File: src/hw/amsq_pkg.sv
// package for the asynchronous memory strobe sequencer: widths, reset values,
// phase constants, configuration and request carriers, sequencer states.
// assumes one system clock; all phase lengths are counted in interface ticks.
`default_nettype none
package amsq_pkg;
   localparam int WORD_ADDR_W = 21;
   localparam int DATA_W = 16;
   localparam int BA_W = 2;
   localparam int CS_W = 4;
   localparam int CS_IDX_W = 2;
   localparam int FIELD_W = 8;
   localparam int WCNT_W = 9;

   // timing of the extended wait, in ticks
   localparam logic [FIELD_W-1:0] WAIT_BLOCK_TICKS = 8'h10;
   localparam logic [FIELD_W-1:0] WAIT_RELEASE_TICKS = 8'h04;
   // largest number of counted wait cycles; a zero limit field selects it
   localparam logic [WCNT_W-1:0] WCNT_MAX = 9'h100;

   // values after reset
   localparam logic [CS_W-1:0] CS_IDLE_N = 4'hf;
   localparam logic [FIELD_W-1:0] CNT_RST = 8'h00;
   localparam logic [WCNT_W-1:0] WCNT_RST = 9'h000;
   localparam logic [WORD_ADDR_W-1:0] ADDR_RST = 21'h000000;
   localparam logic [BA_W-1:0] BA_RST = 2'h0;
   localparam logic [DATA_W-1:0] DATA_RST = 16'h0000;

   typedef struct packed {
      logic [FIELD_W-1:0] turnaround_cycles;
      logic [FIELD_W-1:0] read_setup_cycles;
      logic [FIELD_W-1:0] read_strobe_cycles;
      logic [FIELD_W-1:0] read_hold_cycles;
      logic [FIELD_W-1:0] write_setup_cycles;
      logic [FIELD_W-1:0] write_strobe_cycles;
      logic [FIELD_W-1:0] write_hold_cycles;
      logic [FIELD_W-1:0] max_wait_count;
      logic [CS_W-1:0] ext_wait_enable;
      logic strobe_select;
      logic half_rate;
   } amsq_cfg_t;

   typedef struct packed {
      logic write;
      logic [CS_IDX_W-1:0] region;
      logic [WORD_ADDR_W-1:0] word_addr;
      logic [BA_W-1:0] byte_lane_addr;
      logic [DATA_W-1:0] wdata;
   } amsq_req_t;

   typedef struct packed {
      logic [DATA_W-1:0] rdata;
      logic timeout;
      logic [WCNT_W-1:0] ext_wait_count;
   } amsq_resp_t;

   localparam amsq_resp_t RESP_RST = '{rdata: DATA_RST, timeout: 1'b0, ext_wait_count: WCNT_RST};

   typedef enum logic [6:0] {
      ST_IDLE    = 7'h01,
      ST_SETUP   = 7'h02,
      ST_STROBE  = 7'h04,
      ST_WAIT    = 7'h08,
      ST_RELEASE = 7'h10,
      ST_HOLD    = 7'h20,
      ST_TURN    = 7'h40
   } amsq_state_t;
endpackage : amsq_pkg
`default_nettype wire

File: src/hw/amsq_tick_sync.sv
// interface tick generator and synchroniser for the external wait pin.
// assumes restart is a one-cycle pulse from the sequencer when an access is taken.
`default_nettype none
module amsq_tick_sync (
   // clock and reset
   input wire logic clk,
   input wire logic rst_n,
   // control
   input wire logic half_rate,
   input wire logic restart,
   // external wait pin, asynchronous
   input wire logic ext_wait_in,
   // to the sequencer
   output logic tick,
   output logic wait_sync
);
   import amsq_pkg::*;

   logic tick_ff;
   logic meta_ff;
   logic wait_ff;
   logic nxt_tick;

   // restart aligns the half-rate phase so a phase always spans whole ticks
   assign nxt_tick = restart ? ~half_rate : (half_rate ? ~tick_ff : 1'b1);

   always_ff @(posedge clk or negedge rst_n) begin
      if (!rst_n) begin
         tick_ff <= 1'b0;
      end else begin
         tick_ff <= nxt_tick;
      end
   end

   // two-stage synchroniser; only wait_ff is looked at downstream
   always_ff @(posedge clk or negedge rst_n) begin
      if (!rst_n) begin
         meta_ff <= 1'b0;
         wait_ff <= 1'b0;
      end else begin
         meta_ff <= ext_wait_in;
         wait_ff <= meta_ff;
      end
   end

   assign tick = tick_ff;
   assign wait_sync = wait_ff;
endmodule : amsq_tick_sync
`default_nettype wire

File: src/hw/amsq_sequencer.sv
// strobe sequencer for an external asynchronous sram or nor memory port.
// assumes requests come from on-chip logic on clk, and that the memory
// side is asynchronous; only ext_wait_in is sampled through a synchroniser.
//
// Contract
// - read: address and byte lanes valid read-setup ticks before read strobe falls
// - read: address and byte lanes held read-hold ticks after read strobe rises
// - wait off: read strobe low exactly read-strobe ticks
// - wait on: read strobe low adds sixteen ticks per counted wait cycle
// - read strobe rises four ticks after wait input drops
// - write lasts setup plus strobe plus hold, plus sixteen per wait cycle
// - write: chip select leads write strobe by setup, or falls with it
// - write: chip select trails write strobe by hold, or rises with it
// - write: byte lanes valid write-setup ticks before write strobe falls
// - write: word address valid write-setup ticks before write strobe falls
// - write: address and byte lanes held write-hold ticks after strobe rises
// - write strobe low is strobe ticks, plus sixteen per wait cycle
// - write strobe rises four ticks after wait input drops
// - write data driven write-setup ticks before write strobe falls
// - write data kept driven write-hold ticks after write strobe rises
// - one tick is one clock at full rate, two at half rate
// - setup, strobe, hold, turnaround and the wait limit come from programmable fields; wait block and release are fixed
// - wait cycles count up to 256; the programmed limit ends waiting
// - read lasts setup plus strobe plus hold ticks with wait off
// - read: chip select leads read strobe by setup, or falls with it
`default_nettype none
module amsq_sequencer (
   // clock and reset
   input wire logic clk,
   input wire logic rst_n,
   // configuration, held stable while an access runs
   input wire amsq_pkg::amsq_cfg_t cfg,
   // request
   input wire logic req_valid,
   input wire amsq_pkg::amsq_req_t req,
   output logic req_ready,
   // response
   output logic resp_valid,
   output amsq_pkg::amsq_resp_t resp,
   // memory pins
   input wire logic ext_wait_in,
   output logic [amsq_pkg::CS_W-1:0] chip_select_n,
   output logic read_strobe_n,
   output logic write_strobe_n,
   output logic [amsq_pkg::WORD_ADDR_W-1:0] word_addr,
   output logic [amsq_pkg::BA_W-1:0] byte_lane_addr,
   input wire logic [amsq_pkg::DATA_W-1:0] data_bus_in,
   output logic [amsq_pkg::DATA_W-1:0] data_bus_out,
   output logic data_bus_oe
);
   import amsq_pkg::*;

   // last count value of a phase; a zero field still gives one tick
   function automatic logic [FIELD_W-1:0] last_of(input logic [FIELD_W-1:0] n);
      last_of = (n == CNT_RST) ? CNT_RST : n - 8'h01;
   endfunction : last_of

   function automatic logic [CS_W-1:0] region_sel_n(input logic [CS_IDX_W-1:0] idx);
      region_sel_n = ~(4'h1 << idx);
   endfunction : region_sel_n

   // strobe is low in these states, read or write alike
   function automatic logic in_strobe(input amsq_state_t s);
      in_strobe = (s == ST_STROBE) || (s == ST_WAIT) || (s == ST_RELEASE);
   endfunction : in_strobe

   amsq_state_t state_ff;
   amsq_state_t nxt_state;
   logic [FIELD_W-1:0] cnt_ff;
   logic [FIELD_W-1:0] nxt_cnt;
   logic [WCNT_W-1:0] wcnt_ff;
   logic [WCNT_W-1:0] nxt_wcnt;
   logic timeout_ff;
   logic nxt_timeout;
   amsq_req_t req_ff;
   logic req_ready_ff;
   logic resp_valid_ff;
   amsq_resp_t resp_ff;
   logic [CS_W-1:0] cs_n_ff;
   logic rd_n_ff;
   logic wr_n_ff;
   logic [WORD_ADDR_W-1:0] addr_ff;
   logic [BA_W-1:0] ba_ff;
   logic [DATA_W-1:0] dout_ff;
   logic doe_ff;

   logic tick;
   logic wait_sync;
   logic accept;
   logic wait_hit;
   logic is_wr;
   logic [FIELD_W-1:0] setup_len;
   logic [FIELD_W-1:0] strobe_len;
   logic [FIELD_W-1:0] hold_len;
   logic [FIELD_W-1:0] phase_len;
   logic phase_done;
   logic [WCNT_W-1:0] wcnt_inc;
   logic [WCNT_W-1:0] wcnt_limit;
   logic strobe_phase_nxt;
   logic cs_phase_nxt;
   logic cs_on_nxt;
   logic [CS_W-1:0] nxt_cs_n;
   logic nxt_rd_n;
   logic nxt_wr_n;
   logic nxt_doe;
   logic strobe_end;
   logic nxt_resp_valid;

   amsq_tick_sync amsq_tick_sync_inst (
      .clk(clk),
      .rst_n(rst_n),
      .half_rate(cfg.half_rate),
      .restart(accept),
      .ext_wait_in(ext_wait_in),
      .tick(tick),
      .wait_sync(wait_sync)
   );

   // request taken on any clock while idle, except the first after reset; tick phase restarts with it
   assign accept = req_valid && req_ready_ff;
   assign is_wr = req_ff.write;

   // a region with wait disabled never sees the pin
   assign wait_hit = wait_sync && cfg.ext_wait_enable[req_ff.region];

   // phase lengths per direction, all from programmed fields
   assign setup_len = is_wr ? cfg.write_setup_cycles : cfg.read_setup_cycles;
   assign strobe_len = is_wr ? cfg.write_strobe_cycles : cfg.read_strobe_cycles;
   assign hold_len = is_wr ? cfg.write_hold_cycles : cfg.read_hold_cycles;

   assign phase_len = (state_ff == ST_SETUP) ? setup_len :
                      (state_ff == ST_STROBE) ? strobe_len :
                      (state_ff == ST_WAIT) ? WAIT_BLOCK_TICKS :
                      (state_ff == ST_RELEASE) ? WAIT_RELEASE_TICKS :
                      (state_ff == ST_HOLD) ? hold_len :
                      cfg.turnaround_cycles;

   // a zero field still ends on the first tick, so no phase is ever skipped
   assign phase_done = tick && (cnt_ff == last_of(phase_len));

   // each wait block of sixteen ticks is one counted wait cycle
   assign wcnt_inc = wcnt_ff + 9'h001;
   // limitation: the limit is compared after the increment, so even a limit
   // of one spends a full wait block before the timeout
   assign wcnt_limit = (cfg.max_wait_count == CNT_RST) ? WCNT_MAX :
                       {1'b0, cfg.max_wait_count};

   always_comb begin
      nxt_state = state_ff;
      nxt_wcnt = wcnt_ff;
      nxt_timeout = timeout_ff;
      unique case (state_ff)
         ST_IDLE: begin
            if (accept) begin
               nxt_state = ST_SETUP;
               nxt_wcnt = WCNT_RST;
               nxt_timeout = 1'b0;
            end
         end
         ST_SETUP: begin
            if (phase_done) begin
               nxt_state = ST_STROBE;
            end
         end
         ST_STROBE: begin
            // wait must already be seen where hold would otherwise begin
            if (phase_done) begin
               nxt_state = wait_hit ? ST_WAIT : ST_HOLD;
            end
         end
         ST_WAIT: begin
            // a drop and a block end in one tick: the drop wins, the block is not counted
            if (tick && !wait_hit) begin
               nxt_state = ST_RELEASE;
            end else if (phase_done) begin
               nxt_wcnt = wcnt_inc;
               if (wcnt_inc == wcnt_limit) begin
                  nxt_timeout = 1'b1;
                  nxt_state = ST_HOLD;
               end
            end
         end
         ST_RELEASE: begin
            if (phase_done) begin
               nxt_state = ST_HOLD;
            end
         end
         ST_HOLD: begin
            if (phase_done) begin
               nxt_state = ST_TURN;
            end
         end
         ST_TURN: begin
            if (phase_done) begin
               nxt_state = ST_IDLE;
            end
         end
         default: begin
            nxt_state = ST_IDLE;
         end
      endcase
   end

   // counter restarts on every phase change and at each wait block end
   assign nxt_cnt = ((nxt_state != state_ff) || phase_done) ? CNT_RST :
                    tick ? cnt_ff + 8'h01 : cnt_ff;

   // pin levels for the coming cycle
   assign strobe_phase_nxt = in_strobe(nxt_state);
   assign cs_phase_nxt = strobe_phase_nxt || (nxt_state == ST_SETUP) ||
                         (nxt_state == ST_HOLD);
   // strobe-select mode collapses chip select onto the strobe window
   assign cs_on_nxt = cfg.strobe_select ? strobe_phase_nxt : cs_phase_nxt;
   assign nxt_cs_n = cs_on_nxt ? region_sel_n(accept ? req.region : req_ff.region) :
                     CS_IDLE_N;
   assign nxt_rd_n = !(strobe_phase_nxt && !is_wr);
   assign nxt_wr_n = !(strobe_phase_nxt && is_wr);
   // data driven from setup through hold of a write only
   assign nxt_doe = accept ? req.write :
                    (cs_phase_nxt && is_wr);

   assign strobe_end = !strobe_phase_nxt && in_strobe(state_ff);
   assign nxt_resp_valid = (state_ff == ST_HOLD) && phase_done;

   always_ff @(posedge clk or negedge rst_n) begin
      if (!rst_n) begin
         state_ff <= ST_IDLE;
         cnt_ff <= CNT_RST;
         wcnt_ff <= WCNT_RST;
         timeout_ff <= 1'b0;
      end else begin
         state_ff <= nxt_state;
         cnt_ff <= nxt_cnt;
         wcnt_ff <= nxt_wcnt;
         timeout_ff <= nxt_timeout;
      end
   end

   // request and address are captured once and stand until the next access
   always_ff @(posedge clk or negedge rst_n) begin
      if (!rst_n) begin
         req_ff <= '0;
         addr_ff <= ADDR_RST;
         ba_ff <= BA_RST;
         dout_ff <= DATA_RST;
      end else if (accept) begin
         req_ff <= req;
         addr_ff <= req.word_addr;
         ba_ff <= req.byte_lane_addr;
         dout_ff <= req.wdata;
      end
   end

   always_ff @(posedge clk or negedge rst_n) begin
      if (!rst_n) begin
         cs_n_ff <= CS_IDLE_N;
         rd_n_ff <= 1'b1;
         wr_n_ff <= 1'b1;
         doe_ff <= 1'b0;
         req_ready_ff <= 1'b0;
      end else begin
         cs_n_ff <= nxt_cs_n;
         rd_n_ff <= nxt_rd_n;
         wr_n_ff <= nxt_wr_n;
         doe_ff <= nxt_doe;
         // ready drops on the taking edge, so a request held a clock too long is not taken twice
         req_ready_ff <= (nxt_state == ST_IDLE);
      end
   end

   // read data sampled on the clock that raises the read strobe
   always_ff @(posedge clk or negedge rst_n) begin
      if (!rst_n) begin
         resp_ff <= RESP_RST;
         resp_valid_ff <= 1'b0;
      end else begin
         resp_valid_ff <= nxt_resp_valid;
         if (strobe_end && !is_wr) begin
            resp_ff.rdata <= data_bus_in;
         end
         if (nxt_resp_valid) begin
            resp_ff.timeout <= timeout_ff;
            resp_ff.ext_wait_count <= wcnt_ff;
         end
      end
   end

   // every output comes straight from a flip-flop, so the pins never glitch
   assign req_ready = req_ready_ff;
   assign resp_valid = resp_valid_ff;
   assign resp = resp_ff;
   assign chip_select_n = cs_n_ff;
   assign read_strobe_n = rd_n_ff;
   assign write_strobe_n = wr_n_ff;
   assign word_addr = addr_ff;
   assign byte_lane_addr = ba_ff;
   assign data_bus_out = dout_ff;
   assign data_bus_oe = doe_ff;
endmodule : amsq_sequencer
`default_nettype wire

File: config.mk
export PLATFORM = sky130hd
export DESIGN_NAME = amsq_sequencer
export DESIGN_NICKNAME = d
export VERILOG_FILES = /design/src/hw/amsq_pkg.sv /design/src/hw/amsq_tick_sync.sv /design/src/hw/amsq_sequencer.sv
export SDC_FILE = /design/constraint.sdc
export NUM_CORES = 1
export LEC_CHECK = 0
export ABC_AREA = 1
export BUFFER_PORTS_ARGS = -buffer_cell sky130_fd_sc_hd__buf_2
export CAP_MARGIN = 30
export CORE_MARGIN = 2
export CORE_UTILIZATION = 55
export CTS_BUF_LIST = sky130_fd_sc_hd__clkbuf_16
export DETAILED_ROUTE_END_ITERATION = 8
export GPL_ROUTABILITY_DRIVEN = 1
export MAX_ROUTING_LAYER = met4
export PLACE_DENSITY = 0.86
export SYNTH_ARGS = -nofsm -noshare
export SYNTH_HDL_FRONTEND = slang
export SYNTH_SLANG_ARGS = --single-unit
export TNS_END_PERCENT = 100
File: constraint.sdc
create_clock -name clk -period 7.6 [get_ports clk]
set_input_delay 0.38 -clock clk [delete_from_list [all_inputs] [get_ports clk]]
set_output_delay 0.38 -clock clk [all_outputs]
set_load 0.03 [all_outputs]
==> flow_metrics.tcl, run 1 <==
set metrics [dict create \
    outcome "completed" \
    sequentialPowerShare_pct 36.4 \
    fin_skew_ns 0.0113 \
    cp_data_arrival_time_ns 4.63 \
    grt_pass1_wl_mm 25.5 \
    cts_buffers 9 \
    cts_tree "built" \
    first_pass_iters 5 \
    crit_path_start_kind "flip-flop" \
    rows 38 \
    clock_path_buffers 2 \
    dieHeight_um 109 \
    p_int_w 0.00117 \
    post-route-cell-area_um2 7390 \
    clk_latency_ns 0.34 \
    syn2layout_area_growth_pct 23.0 \
    cp.depth 24 \
    utilization_pct 68.8 \
    hold_buffers 0 \
    path_clk_slew_ns 0.07 \
    synth_top_area_share_pct 40.8 \
    worst_slew_pin_slew_ns 0.811 \
    finalSetupViolCount 0 \
    globalplace.congestion 0.988 \
    syn_inst 816 \
    cts_max_level 3 \
    io_pins 206 \
    cpMaxStageDelayCell "dfrtp_1" \
    hold_viol 0 \
    worst-path-buf-inv 2 \
    drc 0 \
    crit_top_cell "nand2_1" \
    rrSetupSlack_ns 3.17 \
    num_vias 5809 \
    comb_power_share_pct 42.5 \
    placed_area_um2 7100 \
    synth.largest_area_cell "dfrtp_1" \
    wire_per_inst_um 13.5 \
    synth_seq_area_share_pct 43.9 \
    switching_share_pct 44.7 \
    period_share_pct 58.2 \
    drt-total-wl_mm 15.6 \
    worstSetupStartpoint "is_wr$_DFFE_PN0P_" \
    max_slew_margin_pct 45.4 \
    fill_cells 950 \
    grt_pass1_vias 5550 \
    crit_family "simple AND/OR/NAND/NOR gates" \
    initial_core_util_pct 55.9 \
    reg2reg_from "is_wr$_DFFE_PN0P_" \
    netlist_area_um2 6010 \
    worst_slack_ns 3.17 \
    worstReg2RegEnd "resp[22]$_DFFE_PN0P_" \
    port_buffers 205 \
    drt-initial-drc-count 454 \
    root_buffer "clkbuf_16" \
    postCtsSetupBuffers 0 \
    grt_use_total_pct 28.2 \
    synth_warnings 0 \
    drive_gt1_share_pct 30.5 \
    ys_seq_elements 105 \
    cts-resized-gates 0 \
    cp_max_fo 32 \
    critical_path_required_ns 7.80 \
    dieArea_um2 11800 \
    power_per_cell_area_nw_per_um2 286 \
    grt_max_degree 55 \
    synthArstFlopShare_pct 100 \
    syn_avg_cell_area_um2 7.36 \
    ys.flop_type "dfrtp_1" \
    crit_path_end_kind "flip-flop" \
    synth-edff-count 0 \
    hpwl_mm 12.0 \
    clock-sinks 105 \
    avgViaCountPerCell 5.02 \
    grt_setup_unrepaired "no" \
    crit_type "reg -> reg" \
    yosys-top-cells-area "dfrtp_1 41%, nand2_1 23%, inv_1 4.4%, nand3_1 3.6%, dfstp_2 3.1%" \
    power_frac_clock_pct 21.2 \
    final.min_clock_period_ns 4.43 \
    pre_cts_slack_ns 3.24 \
    nets 1148 \
    timing.critical_path.cells "inv_2 > nand2_1 > nand2_1 > nand2_1 > nand2_1 > inv_1 > nand2_1 > nand2_2 > ha_1 > nand2_1 > nor2_2 > nand2_4 > nand3b_1 > nand3_1 > nor2_1 > nand2_2 > nor2_4 > nand3_1 > nand2_1 > nand2_1 > nand2_2 > nand3_2 > nand2_1 > o21ai_2" \
    die_w_um 109 \
    grt_overflow 0 \
    synth.distinct_cells 45 \
    postRouteAntennaNets 0 \
    syn_nets 952 \
    drv_slew 0 \
    cpPeakStageDelay_ns 0.88 \
    max_freq_mhz 226 \
    endpoint "resp[22]$_DFFE_PN0P_" \
    p_leak_nw 4.23 \
    antenna_found_initial 1 \
    core_area_um2 10700 \
    r2r_cells 24 \
    peakVddDrop_mv 0.234 \
    fin_tns_setup_ns 0 \
    hold_class "in -> async" \
    maxCapViolCount 0 \
    p_switching_w 0.000946 \
]
==> flip-flops by register name, indices dropped and copies added, names as in the netlist, 2 cells and up <==
| register | flops |
|---|---|
| wcnt_ff | 9 |
| data_bus_out | 16 |
| state_ff | 7 |
| resp | 26 |
| chip_select_n | 4 |
| word_addr | 21 |
| req_ff | 2 |
| cnt_ff | 8 |
| byte_lane_addr | 2 |
==> per-layer routing <==
| metal | vias up | share of wire, % | GRT usage, % |
|---|---|---|---|
| met5 | - | 0 | - |
| met4 | 0 | 1.9 | 9.07 |
| met3 | 28 | 7.4 | 5.30 |
| met2 | 242 | 46 | 44.3 |
| met1 | 2597 | 45 | 37.3 |
| li1 | 2942 | - | - |
==> layout by cell type, fill, tap and decap left out, types with 2 or more instances in the layout <==
cell / Yosys / final
ha_1: 4 / 4
nand3_1: 43 / 43
dfrtp_1: 98 / 98
a21oi_1: 5 / 5
nor2_2: 8 / 8
nand3b_2: 2 / 2
inv_2: 18 / 18
nor4_1: 3 / 3
nand3_4: 2 / 2
xnor2_1: 3 / 3
clkbuf_16: 0 / 9
inv_6: 0 / 2
nor2_1: 33 / 33
nor3_2: 7 / 7
o21ai_0: 32 / 32
o31ai_1: 3 / 3
buf_4: 4 / 4
nor2_4: 6 / 6
nand3_2: 4 / 4
inv_1: 71 / 72
nand2_1: 362 / 362
dfstp_2: 7 / 7
nor3_1: 6 / 6
xor2_1: 9 / 9
nand2_4: 4 / 4
nand2_2: 11 / 11
nand4_1: 16 / 16
buf_2: 4 / 204
o21ai_1: 10 / 10
o21ai_2: 11 / 11
==> cell usage after synthesis, drive strengths merged (3+ instances only) <==
master    n
dfstp     7
dfrtp    98
xnor2     3
o21ai    53
inv      90
nand3    49
xor2      9
buf      12
nor3     13
o31ai     3
nor2     48
a21oi     6
nor4      3
clkbuf   11
nand4    18
ha        4
nand2   377
nand3b    3
==> per-stage QoR <==
| stage | hold WS, ns | total power (W) | std cells |
|---|---|---|---|
| after detailed placement | 0.342 | 0.00167 | 1141 |
| after CTS | 0.0947 | 0.00212 | 1157 |
| final | 0.0705 | 0.00211 | 1158 |
| after floorplan | 0.0844 | 0.00142 | 816 |
| after global routing | 0.136 | 0.00225 | 1158 |
| after global placement | 0.340 | 0.00165 | 1141 |
==> power by group through the flow <==
stage | clock [W] | sequential, W | combinational [W]
6_report | 0.000447 | 0.000769 | 0.000898
5_1_grt | 0.000479 | 0.000785 | 0.000991
4_1_cts | 0.000457 | 0.000767 | 0.000900
3_5_place_dp | 0 | 0.000769 | 0.000899
3_3_place_gp | 0 | 0.000771 | 0.000881
2_1_floorplan | 0 | 0.000954 | 0.000461
==> worst reg2reg max path: stages (launching register included) <==
cell and delay, ns:
dfrtp_1 0.88, inv_2 0.42, nand2_1 0.16, nand2_1 0.06
nand2_1 0.06, nand2_1 0.05, inv_1 0.05, nand2_1 0.07
nand2_2 0.14, ha_1 0.16, nand2_1 0.06, nor2_2 0.13
nand2_4 0.15, nand3b_1 0.15, nand3_1 0.11, nor2_1 0.14
nand2_2 0.07, nor2_4 0.20, nand3_1 0.09, nand2_1 0.08
nand2_1 0.08, nand2_2 0.12, nand3_2 0.53, nand2_1 0.26
o21ai_2 0.07
==> layout make-up <==
class | count | area [um2] | area share (%)
clock buffers | 9 | 225 | 3.05
well taps | 140 | 175 | 2.37
inverters | 91 | 344 | 4.66
repair buffers | 208 | 1050 | 14.2
multi-input cells | 597 | 2890 | 39.1
flip-flops and latches | 105 | 2640 | 35.7
diodes | 1 | 2.50 | 0.0339
clock inverters | 7 | 65.1 | 0.880
==> worst min-delay path by stage <==
| stage | start | end | slack [ns] | cells past startpoint |
|---|---|---|---|---|
| finish | rst_n | word_addr[0]$_DFFE_PN0P_ | 0.07 | 1 |
| detailed placement | amsq_tick_sync_inst.meta_ff$_DFF_PN0_ | amsq_tick_sync_inst.wait_sync$_DFF_PN0_ | 0.34 | 0 |
| floorplan | rst_n | amsq_tick_sync_inst.meta_ff$_DFF_PN0_ | 0.08 | 0 |
| CTS | rst_n | word_addr[0]$_DFFE_PN0P_ | 0.09 | 1 |
| global placement | amsq_tick_sync_inst.meta_ff$_DFF_PN0_ | amsq_tick_sync_inst.wait_sync$_DFF_PN0_ | 0.34 | 0 |
| global route | rst_n | word_addr[8]$_DFFE_PN0P_ | 0.14 | 1 |
==> cell families (layout without fill, tap and decap cells) <==
family	Yosys count	count (layout)	synth area share (%)
fa+ha+maj	4	4	0.833
flops	105	105	43.9
xor+xnor	12	12	1.75
compound gates	68	68	6.87
simple gates	512	512	38.5
other cells	0	1	0
mux	1	1	0.167
buf+inv	114	315	8.00
Power figures use the tool's default switching activity.
==> run 2, diff against run 1 <==
--- a/config.mk
+++ b/config.mk
@@ -5,16 +5,16 @@
 export SDC_FILE = /design/constraint.sdc
 export NUM_CORES = 1
 export LEC_CHECK = 0
-export ABC_AREA = 1
+export ABC_AREA = 0
 export BUFFER_PORTS_ARGS = -buffer_cell sky130_fd_sc_hd__buf_2
 export CAP_MARGIN = 30
 export CORE_MARGIN = 2
-export CORE_UTILIZATION = 55
+export CORE_UTILIZATION = 46
 export CTS_BUF_LIST = sky130_fd_sc_hd__clkbuf_16
 export DETAILED_ROUTE_END_ITERATION = 8
 export GPL_ROUTABILITY_DRIVEN = 1
 export MAX_ROUTING_LAYER = met4
-export PLACE_DENSITY = 0.86
+export PLACE_DENSITY = 0.77
 export SYNTH_ARGS = -nofsm -noshare
 export SYNTH_HDL_FRONTEND = slang
 export SYNTH_SLANG_ARGS = --single-unit
==> constraint.sdc (replaced) <==
create_clock -name clk -period 3.73 [get_ports clk]
set_input_delay 0.1865 -clock clk [delete_from_list [all_inputs] [get_ports clk]]
set_output_delay 0.1865 -clock clk [all_outputs]
set_load 0.03 [all_outputs]
==> flow_metrics.tcl, run 2 <==
set metrics [dict create \
    outcome "finished, violations left" \
    failed_checks "setup timing" \
    synth-edff-count 0 \
    maxCapViolCount 0 \
    io_pins 206 \
    max_freq_mhz 235 \
    grt_use_total_pct 27.2 \
    synth_top_area_share_pct 41.3 \
    netlist_area_um2 5940 \
    synth-simple-area-share_pct 16.6 \
    netlist_top_cells_count "98 x dfrtp_1, 56 x mux2_2, 47 x nand2_1" \
    cts_tree "built" \
    synth_xor_area_share_pct 3.84 \
    synth_top_family_by_area "multiplexers" \
    critical_path_required_ns 3.96 \
    ys_seq_elements 105 \
    final.min_clock_period_ns 4.26 \
    num_vias 5711 \
    fin_tns_setup_ns -12.24 \
    grt_overflow 0 \
    finalSetupViolCount 47 \
    grt_pass1_vias 5926 \
    globalplace.congestion 0.982 \
    cts_max_level 3 \
    syn2layout_area_growth_pct 45.1 \
    p_switching_w 0.00205 \
    path_clk_slew_ns 0.07 \
    largest_register_ffs 26 \
    sequentialPowerShare_pct 30.4 \
    yosys.area_share.adder_pct 0.843 \
    die_w_um 118 \
    rrSetupSlack_ns -0.53 \
    period_share_pct 114 \
    drive_gt1_share_pct 54.2 \
    avgViaCountPerCell 5.51 \
    total_power_w 0.00513 \
    final_common_cell "buf_2" \
    drt-total-wl_mm 18.9 \
    regArea_um2 2640 \
    syn_nets 711 \
    comb_power_share_pct 48.6 \
    peakVddDrop_mv 0.544 \
    hold_class "in -> reg" \
    clock_path_buffers 2 \
    worst_slew_pin_slew_ns 0.583 \
    initial_core_util_pct 47.0 \
    port_buffers 205 \
    switching_share_pct 39.9 \
    antenna_found_initial 0 \
    core_area_um2 12600 \
    hpwl_mm 13.8 \
    grt_pass1_wl_mm 29.5 \
    postRouteAntennaNets 0 \
    grt_setup_unrepaired "yes" \
    synth-compound-area-share_pct 14.0 \
    cp_max_fo 16 \
    crit_type "reg -> reg" \
    yosys-top-cells-area "dfrtp_1 41%, mux2_2 11%, mux2i_1 4.2%, dfstp_2 3.1%, nand2_1 3.0%" \
    synth_warnings 0 \
    rows 41 \
    clock-sinks 105 \
    crit_path_end_kind "flip-flop" \
    p_int_w 0.00308 \
    hold_viol 0 \
    wire_per_inst_um 18.2 \
    crit_path_start_kind "flip-flop" \
    syn_avg_cell_area_um2 10.3 \
    synth.distinct_cells 70 \
    drc 0 \
    root_buffer "clkbuf_16" \
    power_per_cell_area_nw_per_um2 596 \
    worst_slack_ns -0.526 \
    first_pass_iters 6 \
    utilization_pct 68.3 \
    p_leak_nw 4.10 \
    synth_mux_area_share_pct 17.1 \
    synth_seq_area_share_pct 44.4 \
    grt_max_degree 79 \
    synthArstFlopShare_pct 100 \
    fin_skew_ns 0.00984 \
    max_slew_margin_pct 60.1 \
    multi_input_area_um2 3510 \
    yosysMostFrequentCell "dfrtp_1" \
    power_frac_clock_pct 20.9 \
    dieArea_um2 13800 \
    cp_data_arrival_time_ns 4.49 \
    diodes 0 \
    hold_ws_ns 0.0276 \
    layout_common_cells "204 x buf_2, 96 x dfrtp_1, 86 x buf_4" \
    syn_inst 575 \
    drt-initial-drc-count 372 \
    ys.flop_type "dfrtp_1" \
    clk_latency_ns 0.35 \
    nets 995 \
    cts_buffers 9 \
    synth.largest_area_cell "dfrtp_1" \
    dieHeight_um 118 \
    fill_cells 971 \
    drv_slew 0 \
]
[run 2: cell types whose count changed in the layout (fill, tap and decap cells not counted), sizes merged, moves of 11 or more]
| cell | previous run | this run |
|---|---|---|
| mux2i | 1 | 25 |
| a21oi | 6 | 18 |
| o21ai | 53 | 37 |
| xnor2 | 3 | 18 |
| nand4 | 18 | 7 |
| nand3 | 49 | 20 |
| nand2 | 377 | 47 |
| mux2 | 0 | 66 |
| inv | 94 | 16 |
| buf | 208 | 302 |
[run 2: critical path: stages (launching register included)]
cell and delay [ns]:
dfrtp_1 0.41, or4_4 0.55, nor3_4 0.23, buf_4 0.16, o21ai_2 0.05, o221a_4 0.25
ha_4 0.17, or3_4 0.37, a221o_1 0.31, a21o_1 0.18, a21o_1 0.18, o31ai_2 0.26
a211oi_2 0.13, nor4b_4 0.32, buf_12 0.22, mux2_2 0.34
[run 2: final cells by class]
cell class                 count  area share [%]
tap                          172            2.50
sequential                   105            30.6
multi-input combinational    427            40.8
timing repair buffer         304            21.6
clock inverter                 7            1.35
inverter                      12           0.552
clock buffer                   9            2.61
[run 2: kinds of logic after synthesis]
group,Yosys count
adder cells (fa/ha/maj),4
AO/OA/AOI/OAI,119
multiplexers,92
flip-flops,105
AND/OR/NAND/NOR,184
buffers and inverters,45
XOR/XNOR,26
[run 2: repair_timing]
item	in CTS	in global routing
hold endpoints to repair	1	16
pin swaps	13	17
gates cloned	2	1
setup endpoints to repair	56	59
gates resized for setup	63	42
hold buffers	1	1
buffers inserted	14	7
[run 2: path summary, 6_finish.rpt]
kind	startpoint	endpoint	cells past startpoint
worst max-delay path	state_ff[6]$_DFF_PN0_	resp[13]$_DFFE_PN0P_	15
worst min-delay path	cfg[0]	amsq_tick_sync_inst.tick$_DFF_PN0_	2
worst max register to register	state_ff[6]$_DFF_PN0_	resp[13]$_DFFE_PN0P_	15
worst min register to register	amsq_tick_sync_inst.meta_ff$_DFF_PN0_	amsq_tick_sync_inst.wait_sync$_DFF_PN0_	0
max in group asynchronous	rst_n	read_strobe_n$_DFF_PN1_	4
min in group asynchronous	rst_n	resp[2]$_DFFE_PN0P_	2
[run 2: per-stage QoR]
| stage | setup WS [ns] | area, um2 | std cells |
|---|---|---|---|
| 2_1_floorplan | -0.391 | 6050 | 575 |
| 4_1_cts | -0.446 | 8440 | 1031 |
| 5_1_grt | -0.671 | 8610 | 1036 |
| 6_report | -0.526 | 8610 | 1036 |
| 3_3_place_gp | -0.454 | 7760 | 998 |
| 3_5_place_dp | -0.529 | 7760 | 998 |
[run 2: power groups by stage]
stage               Combinational [W]  Clock [W]  Sequential [W]
floorplan                     0.00103          0         0.00198
global placement              0.00225          0         0.00156
detailed placement            0.00231          0         0.00158
CTS                           0.00240    0.00109         0.00156
global route                  0.00265    0.00114         0.00159
finish                        0.00250    0.00107         0.00156
[run 2: routing by layer]
layer	GRT usage [%]	part of all wire, %
met3	4.99	6.8
met4	10.4	3.1
met1	32.2	40
met2	46.2	50
met5	-	0
==> run 3, diff against run 2 <==
--- a/config.mk
+++ b/config.mk
@@ -8,6 +8,7 @@
 export ABC_AREA = 0
 export BUFFER_PORTS_ARGS = -buffer_cell sky130_fd_sc_hd__buf_2
 export CAP_MARGIN = 30
+export CORE_ASPECT_RATIO = 2
 export CORE_MARGIN = 2
 export CORE_UTILIZATION = 46
 export CTS_BUF_LIST = sky130_fd_sc_hd__clkbuf_16
@@ -15,6 +16,7 @@
 export GPL_ROUTABILITY_DRIVEN = 1
 export MAX_ROUTING_LAYER = met4
 export PLACE_DENSITY = 0.77
+export RECOVER_POWER = 100
 export SYNTH_ARGS = -nofsm -noshare
 export SYNTH_HDL_FRONTEND = slang
 export SYNTH_SLANG_ARGS = --single-unit
==> flow_metrics.tcl, run 3 (synthesis results as in run 2) <==
set metrics [dict create \
    worst_slew_pin_slew_ns 2.29 \
    grt_setup_unrepaired "yes" \
    crit_family "compound AO/OA/AOI/OAI gates" \
    fin_tns_setup_ns -24.92 \
    maxCapViolCount 2 \
    fin_skew_ns 0.0110 \
    layout_common_cells "130 x buf_2, 96 x dfrtp_1, 83 x buf_4" \
    drv_slew 121 \
    port_buffers 205 \
    timing.critical_path.cells "or4_4 > nor3_4 > buf_6 > nor2_2 > a21oi_1 > a22o_1 > a21oi_4 > ha_4 > or3_4 > a221o_1 > a21o_1 > a21o_1 > o31ai_2 > a211oi_2 > nor4b_4 > buf_4 > buf_12 > mux2_2" \
    hold_ws_ns 0.0199 \
    avgViaCountPerCell 5.76 \
    core_area_um2 12600 \
    rows 58 \
    worst_slack_ns -0.618 \
    max_freq_mhz 230 \
    worst-path-buf-inv 3 \
    cts_buffers 9 \
    crit_top_cell "a21o_1" \
    die_w_um 84.3 \
    clock_path_buffers 2 \
    grt_pass1_vias 6089 \
    final_common_cell "buf_2" \
    dieArea_um2 13900 \
    clock-sinks 105 \
    cpPeakStageDelay_ns 0.56 \
    dieHeight_um 165 \
    crit_path_start_kind "flip-flop" \
    num_vias 5895 \
    grt_use_total_pct 27.5 \
    postRouteAntennaNets 0 \
    drive_gt1_share_pct 46.6 \
    largest_register_ffs 26 \
    placed_area_um2 7760 \
    first_pass_iters 5 \
    fin_cells 1024 \
    drt-total-wl_mm 19.6 \
    cts_max_level 3 \
    grt_overflow 0 \
    antenna_found_initial 0 \
    root_buffer "clkbuf_16" \
    drt-initial-drc-count 311 \
    globalplace.congestion 0.950 \
    diodes 0 \
    total_power_w 0.00493 \
    hpwl_mm 14.4 \
    hold_viol 0 \
    drc 0 \
    grt_max_degree 80 \
    cp_max_fo 8 \
    p_leak_nw 3.89 \
    path_clk_slew_ns 0.08 \
    max_slew_margin_pct -52.8 \
    io_pins 206 \
    post-route-cell-area_um2 8560 \
    nets 1006 \
    crit_type "reg -> reg" \
    syn2layout_area_growth_pct 44.2 \
    dp.cells 979 \
    finalSetupViolCount 59 \
    hold_class "in -> reg" \
    failed_checks "capacitance limit, slew limit, setup timing" \
    cpMaxStageDelayCell "or4_4" \
    period_share_pct 117 \
    critical_path_required_ns 3.95 \
    peakVddDrop_mv 0.697 \
    rrSetupSlack_ns -0.62 \
    power_per_cell_area_nw_per_um2 576 \
    cp_data_arrival_time_ns 4.57 \
    grt_pass1_wl_mm 29.6 \
    final.min_clock_period_ns 4.35 \
    outcome "finished, violations left" \
    wire_per_inst_um 19.2 \
    crit_path_end_kind "flip-flop" \
    cts_tree "built" \
    clk_latency_ns 0.34 \
    initial_core_util_pct 47.3 \
]
[run 3: final timing paths]
| kind | from | endpoint | depth (start not counted) |
|---|---|---|---|
| max | state_ff[6]$_DFF_PN0_ | resp[14]$_DFFE_PN0P_ | 18 |
| min | cfg[0] | amsq_tick_sync_inst.tick$_DFF_PN0_ | 2 |
| max reg2reg | state_ff[6]$_DFF_PN0_ | resp[14]$_DFFE_PN0P_ | 18 |
| min reg2reg | amsq_tick_sync_inst.meta_ff$_DFF_PN0_ | amsq_tick_sync_inst.wait_sync$_DFF_PN0_ | 0 |
| max in group asynchronous | rst_n | resp[1]$_DFFE_PN0P_ | 4 |
| min in group asynchronous | rst_n | resp[6]$_DFFE_PN0P_ | 2 |
[run 3: through the flow]
stage                     util [%]  worst slack (ns)
final                         68.2            -0.618
after global routing          68.2            -0.754
after CTS                     66.1            -0.520
after detailed placement      61.8            -0.556
after global placement        61.8            -0.430
after floorplan                  -            -0.391
[run 3: timing repair]
item,in CTS,in global routing
resized for setup,61,58
setup endpoints to repair,56,59
hold buffers,1,1
hold endpoints to repair,1,71
buffers inserted,13,18
cloned,1,1
pin swaps,22,21
[run 3: cell type report]
| type | instances | area [um2] |
|---|---|---|
| Fill cell | 981 | 3990 |
| Sequential cell | 105 | 2640 |
| Timing Repair Buffer | 316 | 1880 |
| Clock inverter | 6 | 50.0 |
| Multi-Input combinational cell | 426 | 3530 |
| Tap cell | 150 | 188 |
| Inverter | 12 | 47.5 |
| Clock buffer | 9 | 225 |
[run 3: power by group]
part | internal (W) | total, W | switching [W]
sequential | 0.00140 | 0.00157 | 0.000170
combinational | 0.00102 | 0.00247 | 0.00146
clock | 0.000459 | 0.000890 | 0.000431
total | 0.00288 | 0.00493 | 0.00206
[run 3: metal layers]
layer	global-route usage, %	vias to the layer above	wire length (um)
li1	-	2694	-
met1	28.2	2848	6670
met2	50.3	280	10900
met3	3.25	73	953
met4	14.7	0	1070
met5	-	-	0
[run 3: worst reg2reg max path, delay by kind of cell (launching register included)]
| kind | cells | cell delay [ns] |
|---|---|---|
| AO/OA/AOI/OAI | 8 | 1.43 |
| AND/OR/NAND/NOR | 5 | 1.39 |
| buffers and inverters | 3 | 0.47 |
| flip-flops | 1 | 0.42 |
| multiplexers | 1 | 0.34 |
| adder cells (fa/ha/maj) | 1 | 0.17 |
